===== src/gcj_pkg.sv =====
// package for the global control and jitter configuration register bank
package gcj_pkg;

  // ==========================================================================
  // register map
  localparam logic [8:0] GCJ_ADDR_IDENTITY = 9'h000;
  localparam logic [8:0] GCJ_ADDR_PRIMARY  = 9'h001;
  localparam logic [8:0] GCJ_ADDR_JITTER   = 9'h002;

  // ==========================================================================
  // field positions
  localparam int GCJ_PC_RESET_BIT = 7;
  localparam int GCJ_PC_MODE_LSB  = 1;
  localparam int GCJ_PC_RATE_BIT  = 0;
  localparam int GCJ_JC_EN_BIT    = 7;
  localparam int GCJ_JC_FREE_BIT  = 6;
  localparam int GCJ_JC_DIR_BIT   = 5;
  localparam int GCJ_JC_ACC_BIT   = 4;
  localparam int GCJ_JC_CTR_BIT   = 3;
  localparam int GCJ_JC_SIZE_LSB  = 0;

  // writable masks, reserved bits dropped
  localparam logic [7:0] GCJ_PC_WMASK = 8'h1F;
  localparam logic [7:0] GCJ_JC_WMASK = 8'hFF;

  // ==========================================================================
  // reset values
  localparam logic [7:0] GCJ_PC_RESET_VAL = 8'h00;
  localparam logic [7:0] GCJ_JC_RESET_VAL = 8'h00;

  // identity codes, values arbitrary
  localparam logic [3:0] GCJ_VARIANT_ID  = 4'hA;
  localparam logic [3:0] GCJ_REVISION_ID = 4'h3;

  // ==========================================================================
  // timing
  localparam int GCJ_CLK_MHZ        = 25;
  localparam int GCJ_RESET_TIME_US  = 15;
  localparam int GCJ_RESET_CYCLES   = GCJ_RESET_TIME_US * GCJ_CLK_MHZ;
  localparam int GCJ_PHASE_STEP_NS  = 5;
  localparam int GCJ_PHASE_MAX_NS   = 40;
  localparam int GCJ_PHASE_STEPS    = GCJ_PHASE_MAX_NS / GCJ_PHASE_STEP_NS;

  // ==========================================================================
  // modes
  typedef enum logic [1:0] {
    GCJ_REF_FREE_RUN,
    GCJ_REF_TX_CLOCK,
    GCJ_REF_RX_CLOCK,
    GCJ_REF_ADAPTER
  } gcj_ref_e;

  typedef enum logic [3:0] {
    GCJ_FM_E1_FAS, GCJ_FM_E1_FAS_SLIP, GCJ_FM_E1_CRC, GCJ_FM_E1_CRC_SLIP,
    GCJ_FM_E1_CAS, GCJ_FM_E1_CAS_SLIP, GCJ_FM_E1_CRC_CAS, GCJ_FM_E1_ALL,
    GCJ_FM_T1_FT, GCJ_FM_T1_ESF_NOCRC, GCJ_FM_T1_SF, GCJ_FM_T1_SF_YEL,
    GCJ_FM_T1_SF_DM, GCJ_FM_T1_CARRIER, GCJ_FM_T1_ESF_MIMIC, GCJ_FM_T1_ESF_FORCE
  } gcj_mode_e;

  // host port request
  typedef struct packed {
    logic       rd;
    logic       wr;
    logic [8:0] addr;
    logic [7:0] wdata;
  } gcj_req_s;

  // decoded jitter attenuator controls
  typedef struct packed {
    gcj_ref_e   ref_sel;
    logic       bypass_store;
    logic       open_loop;
    logic       rx_path;
    logic       tx_clk_drive;
    logic       rx_clk_drive;
    logic [7:0] depth_bits;
  } gcj_jat_s;

  typedef enum logic [1:0] { GCJ_ST_IDLE, GCJ_ST_RESET } gcj_state_e;

endpackage : gcj_pkg


===== src/gcj_global_control.sv =====
// global control and jitter attenuator configuration register bank
`timescale 1ns/1ps

// Notes on behaviour
// - identity byte reads variant and revision, read-only
// - reset bit reads one during any reset
// - reset ends within 15 us, defaults restored
// - after reset, bus outputs off, pins inputs
// - reserved bits written zero and ignored
// - E1 mode uses upper three mode bits
// - T1 mode decodes the listed codes
// - mode feeds reframe and loss criteria
// - rate bit picks E1 or T1 rate
// - reference chosen from free bit, rate adapter enable, direction bit
// - dejittered clock runs at selected line rate
// - free run opens loop, acceleration and phase detector error still active
// - direction picks path and clock output pin
// - near limit, phase shifts in 5 ns steps
// - each acceleration reported as clock error
// - recenter on write of one then zero
// - limit error recenters elastic store automatically
// - depth field selects 8 to 128 bits
module gcj_global_control
  import gcj_pkg::*;
(
  input  wire logic       clk_sys,            // system clock, 25 MHz
  input  wire logic       reset,              // asynchronous, active high
  input  wire logic       hw_reset_n,         // hardware reset pin, async
  input  wire gcj_req_s   host_req,           // host register access
  output logic      [7:0] host_rdata,         // read data, registered
  input  wire logic       rate_adapter_enable,// rate adapter on
  input  wire logic       store_near_over,    // depth within 1 UI of overflow
  input  wire logic       store_near_under,   // depth within 1 UI of under-run
  input  wire logic [2:0] store_proximity,    // proximity in 0.125 UI steps
  input  wire logic       elastic_limit_error,// store limit error pulse
  output logic            reset_active,       // reset in progress
  output gcj_mode_e       rx_framer_mode,     // decoded framer mode
  output logic      [3:0] framer_mode_raw,    // raw field for criteria logic
  output logic            line_rate_select,   // 1 T1, 0 E1
  output gcj_jat_s        jat_ctrl,           // decoded jitter controls
  output logic            accel_up,           // raise clock frequency
  output logic            accel_down,         // lower clock frequency
  output logic      [5:0] phase_shift_ns,     // accel phase shift in ns
  output logic            clock_error_flag,   // pulse per acceleration
  output logic            phase_detector_error,// acceleration status level
  output logic            recenter_pulse,     // recenter the store
  output logic            bus_outputs_enable, // system bus outputs driven
  output logic            interrupt_enable,   // interrupt output allowed
  output logic            prog_pins_output    // programmable pins drive
);

  // ==========================================================================
  // state
  typedef struct packed {
    gcj_state_e state;
    logic [8:0] count;       // reset duration counter
    logic [7:0] primary;     // primary control storage
    logic [7:0] jitter;      // jitter config storage
    logic       ctr_armed;   // recenter bit has been written one
    logic       ctr_pulse;
    logic       accel_up;
    logic       accel_down;
    logic [5:0] shift;
    logic       clk_err;
    logic       pd_err;
    logic [7:0] rdata;
    logic [2:0] hw_sync;     // hardware reset pin synchroniser
  } gcj_st_s;

  gcj_st_s st;
  gcj_st_s next_st;

  localparam logic [8:0] RST_LAST = 9'(GCJ_RESET_CYCLES - 1);

  logic hw_asserted;         // pin seen low by the agreeing stages
  logic rst_bit_wr;          // host writes one to the reset bit
  logic wr_primary;
  logic wr_jitter;

  assign hw_asserted = ~st.hw_sync[1] & ~st.hw_sync[2];
  assign wr_primary  = host_req.wr && host_req.addr == GCJ_ADDR_PRIMARY;
  assign wr_jitter   = host_req.wr && host_req.addr == GCJ_ADDR_JITTER;
  // zero-to-one write on the reset bit, ignored while resetting
  assign rst_bit_wr  = wr_primary && host_req.wdata[GCJ_PC_RESET_BIT]
                       && !st.primary[GCJ_PC_RESET_BIT] && st.state == GCJ_ST_IDLE;

  // ==========================================================================
  // next state
  always_comb begin
    next_st           = st;
    next_st.hw_sync   = {st.hw_sync[1:0], hw_reset_n};
    next_st.ctr_pulse = 1'b0;
    next_st.clk_err   = 1'b0;
    // reset sequencer
    unique case (st.state)
      GCJ_ST_IDLE: begin
        if (hw_asserted || rst_bit_wr) begin
          next_st.state = GCJ_ST_RESET;
          next_st.count = '0;
        end
      end
      GCJ_ST_RESET: begin
        // defaults restored throughout, ends after 15 us
        next_st.primary = GCJ_PC_RESET_VAL;
        next_st.jitter  = GCJ_JC_RESET_VAL;
        next_st.ctr_armed = 1'b0;  // recenter bit reads zero again, no stale arm
        if (hw_asserted) begin
          next_st.count = '0;
        end else if (st.count == RST_LAST) begin
          next_st.state = GCJ_ST_IDLE;
        end else begin
          next_st.count = st.count + 9'h001;
        end
      end
    endcase
    // register writes, reserved bits dropped, identity ignored
    if (st.state == GCJ_ST_IDLE && !hw_asserted) begin
      if (wr_primary) begin
        next_st.primary = host_req.wdata & GCJ_PC_WMASK;
        next_st.primary[GCJ_PC_RESET_BIT] = host_req.wdata[GCJ_PC_RESET_BIT];
      end
      if (wr_jitter) begin
        next_st.jitter = host_req.wdata & GCJ_JC_WMASK;
      end
    end
    // recenter on one then zero or on limit error
    if (wr_jitter && st.state == GCJ_ST_IDLE && !hw_asserted) begin
      if (host_req.wdata[GCJ_JC_CTR_BIT]) begin
        next_st.ctr_armed = 1'b1;
      end else if (st.ctr_armed) begin
        next_st.ctr_armed = 1'b0;
        next_st.ctr_pulse = 1'b1;
      end
    end
    if (elastic_limit_error) begin
      next_st.ctr_pulse = 1'b1;
    end
    // acceleration near the store limits
    next_st.accel_up   = st.jitter[GCJ_JC_ACC_BIT] && store_near_over;
    next_st.accel_down = st.jitter[GCJ_JC_ACC_BIT] && store_near_under && !store_near_over;
    if (next_st.accel_up || next_st.accel_down) begin
      next_st.shift = 6'(({3'h0, store_proximity} + 6'h01) * GCJ_PHASE_STEP_NS);
    end else begin
      next_st.shift = '0;
    end
    next_st.clk_err = (next_st.accel_up && !st.accel_up)
                      || (next_st.accel_down && !st.accel_down);
    next_st.pd_err  = next_st.accel_up || next_st.accel_down;
    // read data, reset bit live identity fixed
    next_st.rdata = 8'h00;
    if (host_req.rd) begin
      unique case (host_req.addr)
        GCJ_ADDR_IDENTITY: next_st.rdata = {GCJ_VARIANT_ID, GCJ_REVISION_ID};
        GCJ_ADDR_PRIMARY: begin
          next_st.rdata = st.primary & GCJ_PC_WMASK;
          next_st.rdata[GCJ_PC_RESET_BIT] = (st.state == GCJ_ST_RESET);
        end
        GCJ_ADDR_JITTER:  next_st.rdata = st.jitter;
        default:          next_st.rdata = 8'h00;
      endcase
    end
  end

  // ==========================================================================
  // state register, power-on reset counts as a reset
  always_ff @(posedge clk_sys or posedge reset) begin
    if (reset) begin
      st         <= '0;
      st.state   <= GCJ_ST_RESET;
      st.primary <= GCJ_PC_RESET_VAL;
      st.jitter  <= GCJ_JC_RESET_VAL;
      st.hw_sync <= 3'h7;
    end else begin
      st <= next_st;
    end
  end

  // ==========================================================================
  // framer mode decode
  always_comb begin
    framer_mode_raw = st.primary[GCJ_PC_MODE_LSB +: 4];
    if (!st.primary[GCJ_PC_RATE_BIT]) begin
      rx_framer_mode = gcj_mode_e'({1'b0, framer_mode_raw[3:1]});
    end else begin
      unique case (framer_mode_raw)
        4'h0:    rx_framer_mode = GCJ_FM_T1_FT;
        4'h1:    rx_framer_mode = GCJ_FM_T1_ESF_NOCRC;
        4'h4:    rx_framer_mode = GCJ_FM_T1_SF;
        4'h5:    rx_framer_mode = GCJ_FM_T1_SF_YEL;
        4'h6:    rx_framer_mode = GCJ_FM_T1_SF_DM;
        4'h8:    rx_framer_mode = GCJ_FM_T1_CARRIER;
        4'h9:    rx_framer_mode = GCJ_FM_T1_CARRIER;
        4'hC:    rx_framer_mode = GCJ_FM_T1_ESF_MIMIC;
        4'hD:    rx_framer_mode = GCJ_FM_T1_ESF_FORCE;
        default: rx_framer_mode = GCJ_FM_T1_FT;
      endcase
    end
  end

  // ==========================================================================
  // jitter attenuator decode
  always_comb begin
    jat_ctrl = '0;
    if (st.jitter[GCJ_JC_FREE_BIT]) begin
      jat_ctrl.ref_sel = GCJ_REF_FREE_RUN;
    end else if (rate_adapter_enable) begin
      jat_ctrl.ref_sel = GCJ_REF_ADAPTER;
    end else if (st.jitter[GCJ_JC_DIR_BIT]) begin
      jat_ctrl.ref_sel = GCJ_REF_RX_CLOCK;
    end else begin
      jat_ctrl.ref_sel = GCJ_REF_TX_CLOCK;
    end
    jat_ctrl.bypass_store = rate_adapter_enable && !st.jitter[GCJ_JC_EN_BIT];
    jat_ctrl.open_loop    = st.jitter[GCJ_JC_FREE_BIT];
    jat_ctrl.rx_path      = st.jitter[GCJ_JC_EN_BIT] && st.jitter[GCJ_JC_DIR_BIT];
    jat_ctrl.tx_clk_drive = st.jitter[GCJ_JC_EN_BIT] && !st.jitter[GCJ_JC_DIR_BIT];
    jat_ctrl.rx_clk_drive = jat_ctrl.rx_path;
    unique case (st.jitter[GCJ_JC_SIZE_LSB +: 3])
      3'h0:    jat_ctrl.depth_bits = 8'h08;
      3'h1:    jat_ctrl.depth_bits = 8'h10;
      3'h2:    jat_ctrl.depth_bits = 8'h20;
      3'h3:    jat_ctrl.depth_bits = 8'h40;
      default: jat_ctrl.depth_bits = 8'h80;
    endcase
  end

  // ==========================================================================
  // outputs; rate bit sets line rate, clock follows it
  assign host_rdata           = st.rdata;
  assign reset_active         = (st.state == GCJ_ST_RESET);
  assign line_rate_select     = st.primary[GCJ_PC_RATE_BIT];
  assign accel_up             = st.accel_up;
  assign accel_down           = st.accel_down;
  assign phase_shift_ns       = st.shift;
  assign clock_error_flag     = st.clk_err;
  assign phase_detector_error = st.pd_err;
  assign recenter_pulse       = st.ctr_pulse;
  // outputs held off, tied to zero in this block
  assign bus_outputs_enable   = 1'b0;
  assign interrupt_enable     = 1'b0;
  assign prog_pins_output     = 1'b0;

  // ==========================================================================
  // assertions
  property p_reset_len;
    @(posedge clk_sys) disable iff (reset)
      ($rose(reset_active) && !hw_asserted) |-> reset_active [*8];
  endproperty
  a_reset_len: assert property (p_reset_len) else $error("reset too short");

  property p_reset_end;
    @(posedge clk_sys) disable iff (reset || hw_asserted)
      $rose(reset_active) |-> ##[1:380] !reset_active;
  endproperty
  a_reset_end: assert property (p_reset_end) else $error("reset too long");

  property p_defaults;
    @(posedge clk_sys) disable iff (reset)
      $fell(reset_active) |-> (st.primary == GCJ_PC_RESET_VAL && st.jitter == GCJ_JC_RESET_VAL);
  endproperty
  a_defaults: assert property (p_defaults) else $error("defaults lost");

  property p_rbit;
    @(posedge clk_sys) disable iff (reset)
      (host_req.rd && host_req.addr == GCJ_ADDR_PRIMARY)
        |=> host_rdata[7] == $past(reset_active);
  endproperty
  a_rbit: assert property (p_rbit) else $error("reset bit wrong");

  property p_ident;
    @(posedge clk_sys) disable iff (reset)
      (host_req.rd && host_req.addr == GCJ_ADDR_IDENTITY)
        |=> host_rdata == {GCJ_VARIANT_ID, GCJ_REVISION_ID};
  endproperty
  a_ident: assert property (p_ident) else $error("identity wrong");

  property p_reserved;
    @(posedge clk_sys) disable iff (reset)
      st.primary[6:5] == 2'b00;
  endproperty
  a_reserved: assert property (p_reserved) else $error("reserved bits set");

  property p_swreset;
    @(posedge clk_sys) disable iff (reset)
      rst_bit_wr |=> reset_active;
  endproperty
  a_swreset: assert property (p_swreset) else $error("no sw reset");

  property p_limit;
    @(posedge clk_sys) disable iff (reset)
      elastic_limit_error |=> recenter_pulse;
  endproperty
  a_limit: assert property (p_limit) else $error("no recenter");

  property p_clkerr;
    @(posedge clk_sys) disable iff (reset)
      clock_error_flag |-> (accel_up || accel_down) && phase_detector_error;
  endproperty
  a_clkerr: assert property (p_clkerr) else $error("clock error unmatched");

  property p_shift;
    @(posedge clk_sys) disable iff (reset)
      phase_shift_ns <= 6'(GCJ_PHASE_MAX_NS);
  endproperty
  a_shift: assert property (p_shift) else $error("shift too large");

  property p_write_refused;
    @(posedge clk_sys) disable iff (reset)
      (reset_active && wr_primary) |=> st.primary == GCJ_PC_RESET_VAL;
  endproperty
  a_write_refused: assert property (p_write_refused) else $error("write during reset");

  property p_center_wr;
    @(posedge clk_sys) disable iff (reset)
      (wr_jitter && !reset_active && !hw_asserted && st.ctr_armed
        && !host_req.wdata[GCJ_JC_CTR_BIT]) |=> recenter_pulse;
  endproperty
  a_center_wr: assert property (p_center_wr) else $error("no recenter on write");

  property p_accel_excl;
    @(posedge clk_sys) disable iff (reset)
      !(accel_up && accel_down);
  endproperty
  a_accel_excl: assert property (p_accel_excl) else $error("accel both ways");

  property p_depth;
    @(posedge clk_sys) disable iff (reset)
      $onehot(jat_ctrl.depth_bits) && jat_ctrl.depth_bits >= 8'h08;
  endproperty
  a_depth: assert property (p_depth) else $error("depth out of range");

  property p_rx_path;
    @(posedge clk_sys) disable iff (reset)
      jat_ctrl.rx_path |-> (jat_ctrl.rx_clk_drive && !jat_ctrl.tx_clk_drive);
  endproperty
  a_rx_path: assert property (p_rx_path) else $error("clock pin wrong");

  c_swreset: cover property (@(posedge clk_sys) disable iff (reset) rst_bit_wr ##1 reset_active);
  c_accel:   cover property (@(posedge clk_sys) disable iff (reset) $rose(accel_up));
  c_center:  cover property (@(posedge clk_sys) disable iff (reset) recenter_pulse);
  c_hwreset: cover property (@(posedge clk_sys) disable iff (reset) hw_asserted ##1 reset_active);

endmodule // gcj_global_control


===== config.mk =====
export PLATFORM = sky130hd
export DESIGN_NAME = gcj_global_control
export DESIGN_NICKNAME = d
export VERILOG_FILES = /design/src/gcj_pkg.sv /design/src/gcj_global_control.sv
export SDC_FILE = /design/constraint.sdc
export NUM_CORES = 1
export LEC_CHECK = 0
export ABC_AREA = 1
export BUFFER_PORTS_ARGS = -buffer_cell sky130_fd_sc_hd__buf_2
export CORE_UTILIZATION = 24
export DETAILED_ROUTE_END_ITERATION = 7
export PLACE_DENSITY = 0.48
export SYNTH_ARGS = -nofsm -noshare
export SYNTH_HDL_FRONTEND = slang
export SYNTH_SLANG_ARGS = --single-unit

===== constraint.sdc =====
create_clock -name clk_sys -period 1.5 [get_ports clk_sys]
set_input_delay 0.3 -clock clk_sys [delete_from_list [all_inputs] [get_ports clk_sys]]
set_output_delay 0.3 -clock clk_sys [all_outputs]
set_load 0.03 [all_outputs]

# == Word-level counts from Yosys, hierarchy flattened ==
# Memories as Yosys holds them, arrays and structs flattened.
# Index checks and enable logic that the tools add are counted.
# totals
input_bits,29
out_inout_bits,47
rom_bits,48
register_bits,50
memories,1
wordCells,85
# op_classes
muxes,23
n_reduce_logical,31
add_sub_neg,2
eq_ne,11
bitwise,3
n_mul,1
# memory_table
memory,depth,word_bits,rd,rd_ports_with_merged_regs,write_ports,line,rtl
(name not given),16,3,1,0,0,gcj_global_control.sv:185,unique case (framer_mode_raw)
# ops
cell,n
$pmux W8 S4,1
$mux W8,3
$pmux W8 S3,1
$pmux W11 S2,1
$mux W9,2
$mux W17,1
$logic_and A1 B1 Y1,16
$mux W16,1
$mux W2,7
$mux W11,1
$add A9 B1 Y9 const B,1
$eq A9 B1 Y1 const B,1
$eq A9 B2 Y1 const B,1
$eq A9 B9 Y1 const B,1
$logic_not A9 Y1,1
$logic_not A1 Y1,7
$eq A3 B2 Y1 const B,2
$mul A4 B3 Y6 const B,1
$mux W6,1
$add A3 B1 Y4 const B,1
$mux W4,1
$ne A2 B1 Y1 const B,2
$eq A3 B1 Y1 const B,1
$logic_not A3 Y1,1
other kinds (10),15

# == Logic depth before layout (Yosys ltp) ==
# Gate-level depths: netlist of the first run.
# depth
depth_word,8
depth_mapped,9
depth_no_buf,9

# == Least setup slack after synthesis of the first run ==
# OpenSTA, ideal clock, no wires.
# synth_path
path_kind,flip-flop to output port
start,"register st, in the netlist line_rate_select"
end,output rx_framer_mode[2]
required_time_ps,1200
path_stages_with_launch,5
path_buffers,0
slack_ps,-62
t_arrival_ps,1262
cell_sequence,dfrtp_1 nand2_1 inv_1 nor2_1 a21oi_1
# synth_between
elab_chain_len,1
# synth_lines
item,line,rtl
from (decl),gcj_global_control.sv:70,gcj_st_s st;
from (signal assigned),gcj_global_control.sv:174,st <= next_st;
$mux W4,gcj_global_control.sv:182,if (!st.primary[GCJ_PC_RATE_BIT]) begin
to (decl),gcj_global_control.sv:37,"output gcj_mode_e rx_framer_mode,"
# No other way between the ends.

# == Worst setup path after layout of the first run ==
# layout_path
start,"register st, in the netlist framer_mode_raw[3]"
end,output rx_framer_mode[0]
# layout_between
elab_chain_len,2
# layout_lines
item,line
$mem_v2 Z16 W3,n/a
$mux W4,gcj_global_control.sv:182
# No other way between the ends.

==> flow_metrics.env, run 1 <==
export IMPL_status="finished clean"
export IMPL_rsz0062_at_grt="yes"
export IMPL_syn_area_sq_um=2730
export IMPL_grtUsageTotal_pct=12.0
export IMPL_wire_per_inst_um=12.5
export IMPL_synthAdderAreaFrac_pct=2.75
export IMPL_numCtsBuffers=5
export IMPL_htreeDepth=2
export IMPL_crit_family="flip-flops"
export IMPL_die_x_um=109
export IMPL_powerDensity_nw_per_um2=780
export IMPL_cts_tree="done"
export IMPL_irDropWorstVdd_mv=0.581
export IMPL_synth_xor_area_share_pct=0.961
export IMPL_drv_cap=0
export IMPL_post_synth_num_cell_types=37
export IMPL_cts_hold_buf=0
export IMPL_layout_commonest_cell="buf_2"
export IMPL_dr_pass1_iters=6
export IMPL_cts_root_buffer_cell="clkbuf_16"
export IMPL_clk_latency_ns=0.29
export IMPL_grt_overflow_total=0
export IMPL_holdWs_ns=0.0437
export IMPL_dr_first_iter_drc_count=80
export IMPL_path_cells="inv_2 -> o21ai_2 -> nand2_1 -> a21oi_2 -> buf_6"
export IMPL_antenna_found_initial=0
export IMPL_area_growth_pct=32.1
export IMPL_initial_core_util_pct=24.9
export IMPL_synth_avg_cell_area_sq_um=8.41
export IMPL_synth_simple_area_share_pct=27.4
export IMPL_fmax_mhz=673
export IMPL_fp_dieArea_sq_um=11800
export IMPL_clock_path_buffers=2
export IMPL_avgViaCountPerCell=4.14
export IMPL_clk_pin_slew_worst_paths_ns=0.07
export IMPL_hpwl_um=4960
export IMPL_antenna_cells=0
export IMPL_slew_violations=0
export IMPL_place_gp_congestion=0.798
export IMPL_grt_pass1_vias=2276
export IMPL_setup_tns_ns=0
export IMPL_detail_route_antenna_nets=0
export IMPL_yosysWarnings=0
export IMPL_post_route_min_period_ns=1.49
export IMPL_boundaryPins=76
export IMPL_setup_viol=0
export IMPL_crit_fanout=3
export IMPL_die_h_um=109
export IMPL_worstPathRequired_ns=1.20
export IMPL_post_route_period_util_pct=99.1
export IMPL_synth_area_mux_share_pct=0
export IMPL_layout_drive_gt1_share_pct=43.8
export IMPL_core_sq_um=11000
export IMPL_worst_clock_skew_ns=0.0121
export IMPL_synth_compound_area_share_pct=9.15
export IMPL_crit_start="framer_mode_raw[3]$_DFF_PP0_"
export IMPL_hold_viol_final=0
export IMPL_holdCritPathClass="input pin to asynchronous set/reset pin"
export IMPL_synthCells=325
export IMPL_grt_max_degree=48
export IMPL_p_leak_nw=1.87
export IMPL_worstSetupPathType="flip-flop to output port"
export IMPL_layout_nets=440
export IMPL_vias=2258
export IMPL_port_buffers=69
export IMPL_reg2reg_from="st[39]$_DFFE_PP0P_"
export IMPL_ys_ff_latch=47
export IMPL_synth_top_family_by_area="simple AND/OR/NAND/NOR gates"
export IMPL_critPathArrivalTime_ns=1.19
export IMPL_grt_pass1_wl_um=10900
export IMPL_cp_num_buf_inv=2
export IMPL_clock_sinks=47
export IMPL_setup_worst_path_end_class="output port"
export IMPL_routed_wl_um=6820
export IMPL_drcViolationCount=0
export IMPL_p_total_mw=2.82
export IMPL_critPathLaunchType="flip-flop"
export IMPL_fp_row_count=38
export IMPL_slowest_stage="dfrtp_1"
export IMPL_cp_slowest_stage_delay_ns=0.36
export IMPL_layout_common_cells="61 x buf_2, 55 x nand2_1, 45 x inv_1"
export IMPL_ys_seq_area_share_pct=43.2
## state kept, by name, indices dropped and copies added (netlist names)
register and cells:
clock_error_flag 1, line_rate_select 1, accel_down 1, host_rdata 8, jat_ctrl 1, phase_detector_error 1, next_st 2, recenter_pulse 1
accel_up 1, framer_mode_raw 4, phase_shift_ns 6, st 20
## layer usage
layer / global-route usage [%] / wire (um) / vias to the layer above
met5: 0 / 0 / -
met4: 2.51 / 19 / 0
met3: 2.63 / 237 / 2
met2: 20.7 / 3500 / 43
met1: 15.2 / 3060 / 1064
li1: - / - / 1149
## timing repair
action                                  4_1_cts  5_1_grt
pin swaps                                     0       16
gates cloned                                  0        2
gates resized for setup                       5       43
endpoints found under the setup margin        4       26
hold endpoints to repair                      0        0
setup buffers                                 5        9
## stage by stage
step	cells	cell area [sq um]	utilization (%)	setup WS, ns
2_1_floorplan	330	2760	-	0.0150
3_3_place_gp	522	3190	29.1	-0.147
3_5_place_dp	522	3190	29.1	-0.199
4_1_cts	535	3390	30.8	-0.00507
5_1_grt	546	3610	32.9	-0.0881
6_report	546	3610	32.9	0.0141
## worst paths after layout
kind | cells after the start | slack (ns) | to
worst min register to register | 0 | 0.36 | next_st[2]$_DFF_PP1_
worst max register to register | 8 | 0.05 | st[44]$_DFFE_PP0P_
worst max-delay path | 5 | 0.01 | rx_framer_mode[0]
max in group asynchronous | 3 | 1.17 | st[48]$_DFFE_PP1P_
min in group clk_sys | 1 | 0.11 | next_st[1]$_DFF_PP1_
worst min-delay path | 3 | 0.04 | host_rdata[6]$_DFF_PP0_
## where the power goes
part | switching (mW) | internal, mW | total [mW] | leakage (nW)
clock | 0.482 | 0.624 | 1.11 | 0.0742
combinational | 0.212 | 0.141 | 0.352 | 1.17
sequential | 0.0475 | 1.31 | 1.36 | 0.632
total | 0.741 | 2.08 | 2.82 | 1.87
## layout make-up
class                      instances  area (sq um)
fill                            1149          7370
multi-input combinational        197          1260
sequential                        47          1180
timing repair buffer              99           643
inverter                          55           206
tap                              140           175
clock buffer                       5           125
clock inverter                     3          22.5
## worst register-to-register path, cell delays in order, from the launching register on
cell and delay [ns]:
dfrtp_1 0.40, inv_1 0.07, ha_2 0.17, nand3_2 0.08, nor2_4 0.13, nand2_4 0.09
a21boi_4 0.29, nand3_2 0.12, nand2_2 0.06
## kinds of logic after synthesis
family	after synthesis
compound gates	34
xor+xnor	3
fa+ha+maj	6
buf+inv	88
flops	47
other cells	1
simple gates	146
## cells in the mapped netlist, drive strengths merged
cell | number | area share, %
a211oi | 1 | 0.27
a21boi | 1 | 0.69
a21oi | 11 | 2.0
buf | 31 | 8.6
clkbuf | 2 | 0.27
conb | 1 | 0.14
dfrtp | 43 | 39
dfstp | 4 | 3.8
ha | 6 | 2.7
inv | 55 | 7.6
nand2 | 60 | 8.3
nand3 | 29 | 7.0
nand4 | 6 | 2.2
nor2 | 38 | 6.6
nor3 | 9 | 2.2
nor3b | 2 | 0.55
nor4 | 1 | 0.23
o21ai | 19 | 5.3
o21bai | 1 | 0.69
o22ai | 1 | 0.23
or2 | 1 | 0.23
xnor2 | 1 | 0.32
xor2 | 2 | 0.64
(Power assumes the default switching activity.)
==> run 2, diff against run 1 <==
ABC_AREA = 0   (was 1)
CORE_ASPECT_RATIO = 0.75   (was not set)
PLACE_DENSITY = 0.49   (was 0.48)
==> run 2 against run 1 <==
Against the previous run:
- the run now ends with setup timing left
- setup slack got worse by 0.50 ns
- synthesized cell count decreased by 28%
- via count decreased by 11%
- synthesized area decreased by 8.8%
- sequential power about the same
- die area decreased by 8.6%
- fmax decreased by 25%
- sequential share of layout area decreased by 0.079 points
- clock-buffer cell count increased by 1
- utilization increased by 3.8 points
- clock skew decreased by 0.0044 ns
- cell area increased by 0.35%
- critical path type is now input pin to flip-flop
- critical endpoint is now st[27]$_DFF_PP0_
- largest cell class unchanged
==> flow_metrics.env, run 2 <==
export IMPL_instances_no_fill=464
export IMPL_routed_wl_um=6670
export IMPL_avgViaCountPerCell=4.32
export IMPL_dr_pass1_iters=4
export IMPL_numCtsBuffers=5
export IMPL_cp_slowest_stage_delay_ns=0.53
export IMPL_ff2ff_path_depth=5
export IMPL_die_x_um=120
export IMPL_synth_async_sr_flop_share_pct=100
export IMPL_swShare_pct=24.1
export IMPL_drcViolationCount=0
export IMPL_postLayoutSetupSlackWorst_ns=-0.485
export IMPL_powerDensity_nw_per_um2=857
export IMPL_grt_overflow_total=0
export IMPL_clk_pin_slew_worst_paths_ns=0.07
export IMPL_synth_top_area_share_pct=43.2
export IMPL_drv_cap=0
export IMPL_dr_first_iter_drc_count=135
export IMPL_worst_clock_skew_ns=0.00770
export IMPL_failed_checks="setup timing"
export IMPL_die_h_um=90.3
export IMPL_crit_fanout=8
export IMPL_wire_per_inst_um=14.4
export IMPL_critPathLaunchType="input pin"
export IMPL_irDropWorstVdd_mv=0.352
export IMPL_initial_core_util_pct=25.2
export IMPL_boundaryPins=76
export IMPL_path_cells="buf_6 -> or4_4 -> or4b_4 -> nor4_4 -> buf_6 -> mux2_2"
export IMPL_layout_nets=366
export IMPL_synth_edf_count=0
export IMPL_setup_worst_path_end_class="flip-flop"
export IMPL_antenna_found_initial=0
export IMPL_p_comb_share_pct=14.1
export IMPL_slew_violations=0
export IMPL_fp_row_count=31
export IMPL_dp_cells=449
export IMPL_holdWs_ns=0.0368
export IMPL_synth_avg_cell_area_sq_um=10.7
export IMPL_worstPathRequired_ns=1.67
export IMPL_grt_pass1_wl_um=10700
export IMPL_grtUsageTotal_pct=12.7
export IMPL_post_route_period_util_pct=132
export IMPL_switchingPower_mw=0.748
export IMPL_yosys_area_top_type="dfrtp_1"
export IMPL_post_synth_num_cell_types=51
export IMPL_reg2reg_to="st[27]$_DFF_PP0_"
export IMPL_grt_pass1_vias=1975
export IMPL_vias=2004
export IMPL_place_gp_congestion=0.814
export IMPL_synth_most_common_cell="dfrtp_1"
export IMPL_layout_common_cells="62 x buf_2, 42 x buf_4, 40 x dfrtp_1"
export IMPL_layout_commonest_cell="buf_2"
export IMPL_ff2ff_setup_slack_ns=-0.46
export IMPL_multiInputGateArea_sq_um=1230
export IMPL_reg2reg_from="next_st[2]$_DFF_PP1_"
export IMPL_yosysWarnings=0
export IMPL_rsz0062_at_grt="yes"
export IMPL_largest_reg_flops=20
export IMPL_p_leak_nw=1.86
export IMPL_worstSetupPathType="input pin to flip-flop"
export IMPL_ys_ff_latch=47
export IMPL_ys_flop_type="dfrtp_1"
export IMPL_hold_viol_final=0
export IMPL_cts_root_buffer_cell="clkbuf_16"
export IMPL_antenna_cells=0
export IMPL_synthCells=234
export IMPL_cts_hold_buf=0
export IMPL_p_clk_share_pct=42.7
export IMPL_detail_route_antenna_nets=0
export IMPL_fmax_mhz=504
export IMPL_regArea_sq_um=1180
export IMPL_critPathArrivalTime_ns=2.15
export IMPL_slowest_stage="or4_4"
export IMPL_port_buffers=69
export IMPL_synth_area_leaders="dfrtp_1 43%, buf_4 8.1%, mux2_2 5.4%, dfstp_2 4.2%, ha_1 3.0%"
export IMPL_status="finished, violations left"
export IMPL_cts_tree="done"
export IMPL_p_total_mw=3.11
export IMPL_timing_critical_path_mode_cell="buf_6"
export IMPL_fin_util_pct=36.6
export IMPL_final_fill_count=988
export IMPL_syn_area_sq_um=2490
export IMPL_area_growth_pct=45.4
export IMPL_intPower_mw=2.36
export IMPL_ys_seq_area_share_pct=47.4
export IMPL_htreeDepth=2
export IMPL_core_sq_um=9890
export IMPL_grt_max_degree=48
export IMPL_clock_path_buffers=2
export IMPL_fp_dieArea_sq_um=10800
export IMPL_clk_latency_ns=0.29
export IMPL_clock_sinks=47
export IMPL_post_route_min_period_ns=1.98
export IMPL_sequentialPowerShare_pct=43.2
export IMPL_hpwl_um=4810
export IMPL_synth_common_cells="43 x dfrtp_1, 27 x buf_4, 15 x nand2_1"
export IMPL_layout_drive_gt1_share_pct=53.0
export IMPL_holdCritPathClass="input pin to asynchronous set/reset pin"
export IMPL_top_register="st"
export IMPL_setup_viol=35
## run 2: cell types whose count changed in the layout (fill, tap and decap cells not counted), sizes merged, moves of 8 or more
cell / before / now
nand3: 30 / 6
o21ai: 19 / 11
nand2: 60 / 15
nor2: 38 / 7
buf: 98 / 116
a21oi: 11 / 3
mux2: 0 / 12
nor2b: 0 / 9
inv: 56 / 12
## run 2: repair_timing
action | 4_1_cts | 5_1_grt
setup buffers | 3 | 3
cloned | 1 | 0
endpoints found under the setup margin | 31 | 36
pin swaps | 6 | 3
gates resized for setup | 34 | 27
hold endpoints to repair | 0 | 0
## run 2: per-layer routing
layer | vias to the layer above | track usage (%) | routed length [um] | share of wire, %
li1 | 979 | - | - | -
met1 | 970 | 19.4 | 3580 | 54
met2 | 53 | 17.9 | 2770 | 41
met3 | 2 | 2.65 | 283 | 4.2
met4 | 0 | 2.81 | 44 | 0.66
met5 | - | 0 | 0 | 0
## run 2: critical path, delay by kind of cell
family,cells,cell delay [ns]
mux,1,0.34
buf+inv,2,0.28
simple gates,3,1.23
## run 2: cells by family (layout without fill, tap and decap cells)
logic type                 count (synthesis)  after routing  synth area share, %
buffers and inverters                     43            136                 10.5
muxes                                     17             17                 7.43
DFF                                       47             47                 47.4
AOI/OAI and AO/OA                         34             34                 9.53
adders and majority gates                  6              6                 3.01
xor gates and xnor gates                   4              4                 1.41
and+or+nand+nor                           82             82                 20.6
other                                      1              6                0.150
## run 2: worst max-delay path by stage
stage	slack, ns	start	depth (start not counted)	end
final	-0.48	host_req[12]	6	st[27]$_DFF_PP0_
after global routing	-0.51	host_req[12]	6	st[25]$_DFF_PP0_
after CTS	-0.48	host_req[12]	6	jat_ctrl[11]$_DFF_PP0_
after detailed placement	-0.80	host_req[12]	6	st[28]$_DFF_PP0_
after global placement	-0.76	host_req[12]	6	st[27]$_DFF_PP0_
after floorplan	-0.79	host_req[12]	4	jat_ctrl[11]$_DFF_PP0_
## run 2: layout make-up
class	count	share of cell area, %
clock inverter	2	1.07
tap	132	4.56
timing repair buffer	117	22.7
clock buffer	6	3.83
inverter	11	1.14
multi-input combinational	149	34.0
sequential	47	32.7
## run 2: power groups by stage
stage | Combinational (mW) | Clock [mW] | Sequential [mW]
after CTS | 0.425 | 1.36 | 1.34
after detailed placement | 0.408 | 0 | 1.36
after global placement | 0.402 | 0 | 1.36
after floorplan | 0.187 | 0 | 1.38
final | 0.438 | 1.33 | 1.34
after global routing | 0.485 | 1.42 | 1.35
## run 2: through the flow
step	setup WS [ns]	cell area [sq um]	TNS, ns
floorplan	-0.791	2530	-15.47
global placement	-0.764	3140	-20.52
detailed placement	-0.798	3140	-20.86
CTS	-0.479	3500	-9.04
global route	-0.513	3620	-11.92
finish	-0.485	3620	-10.52
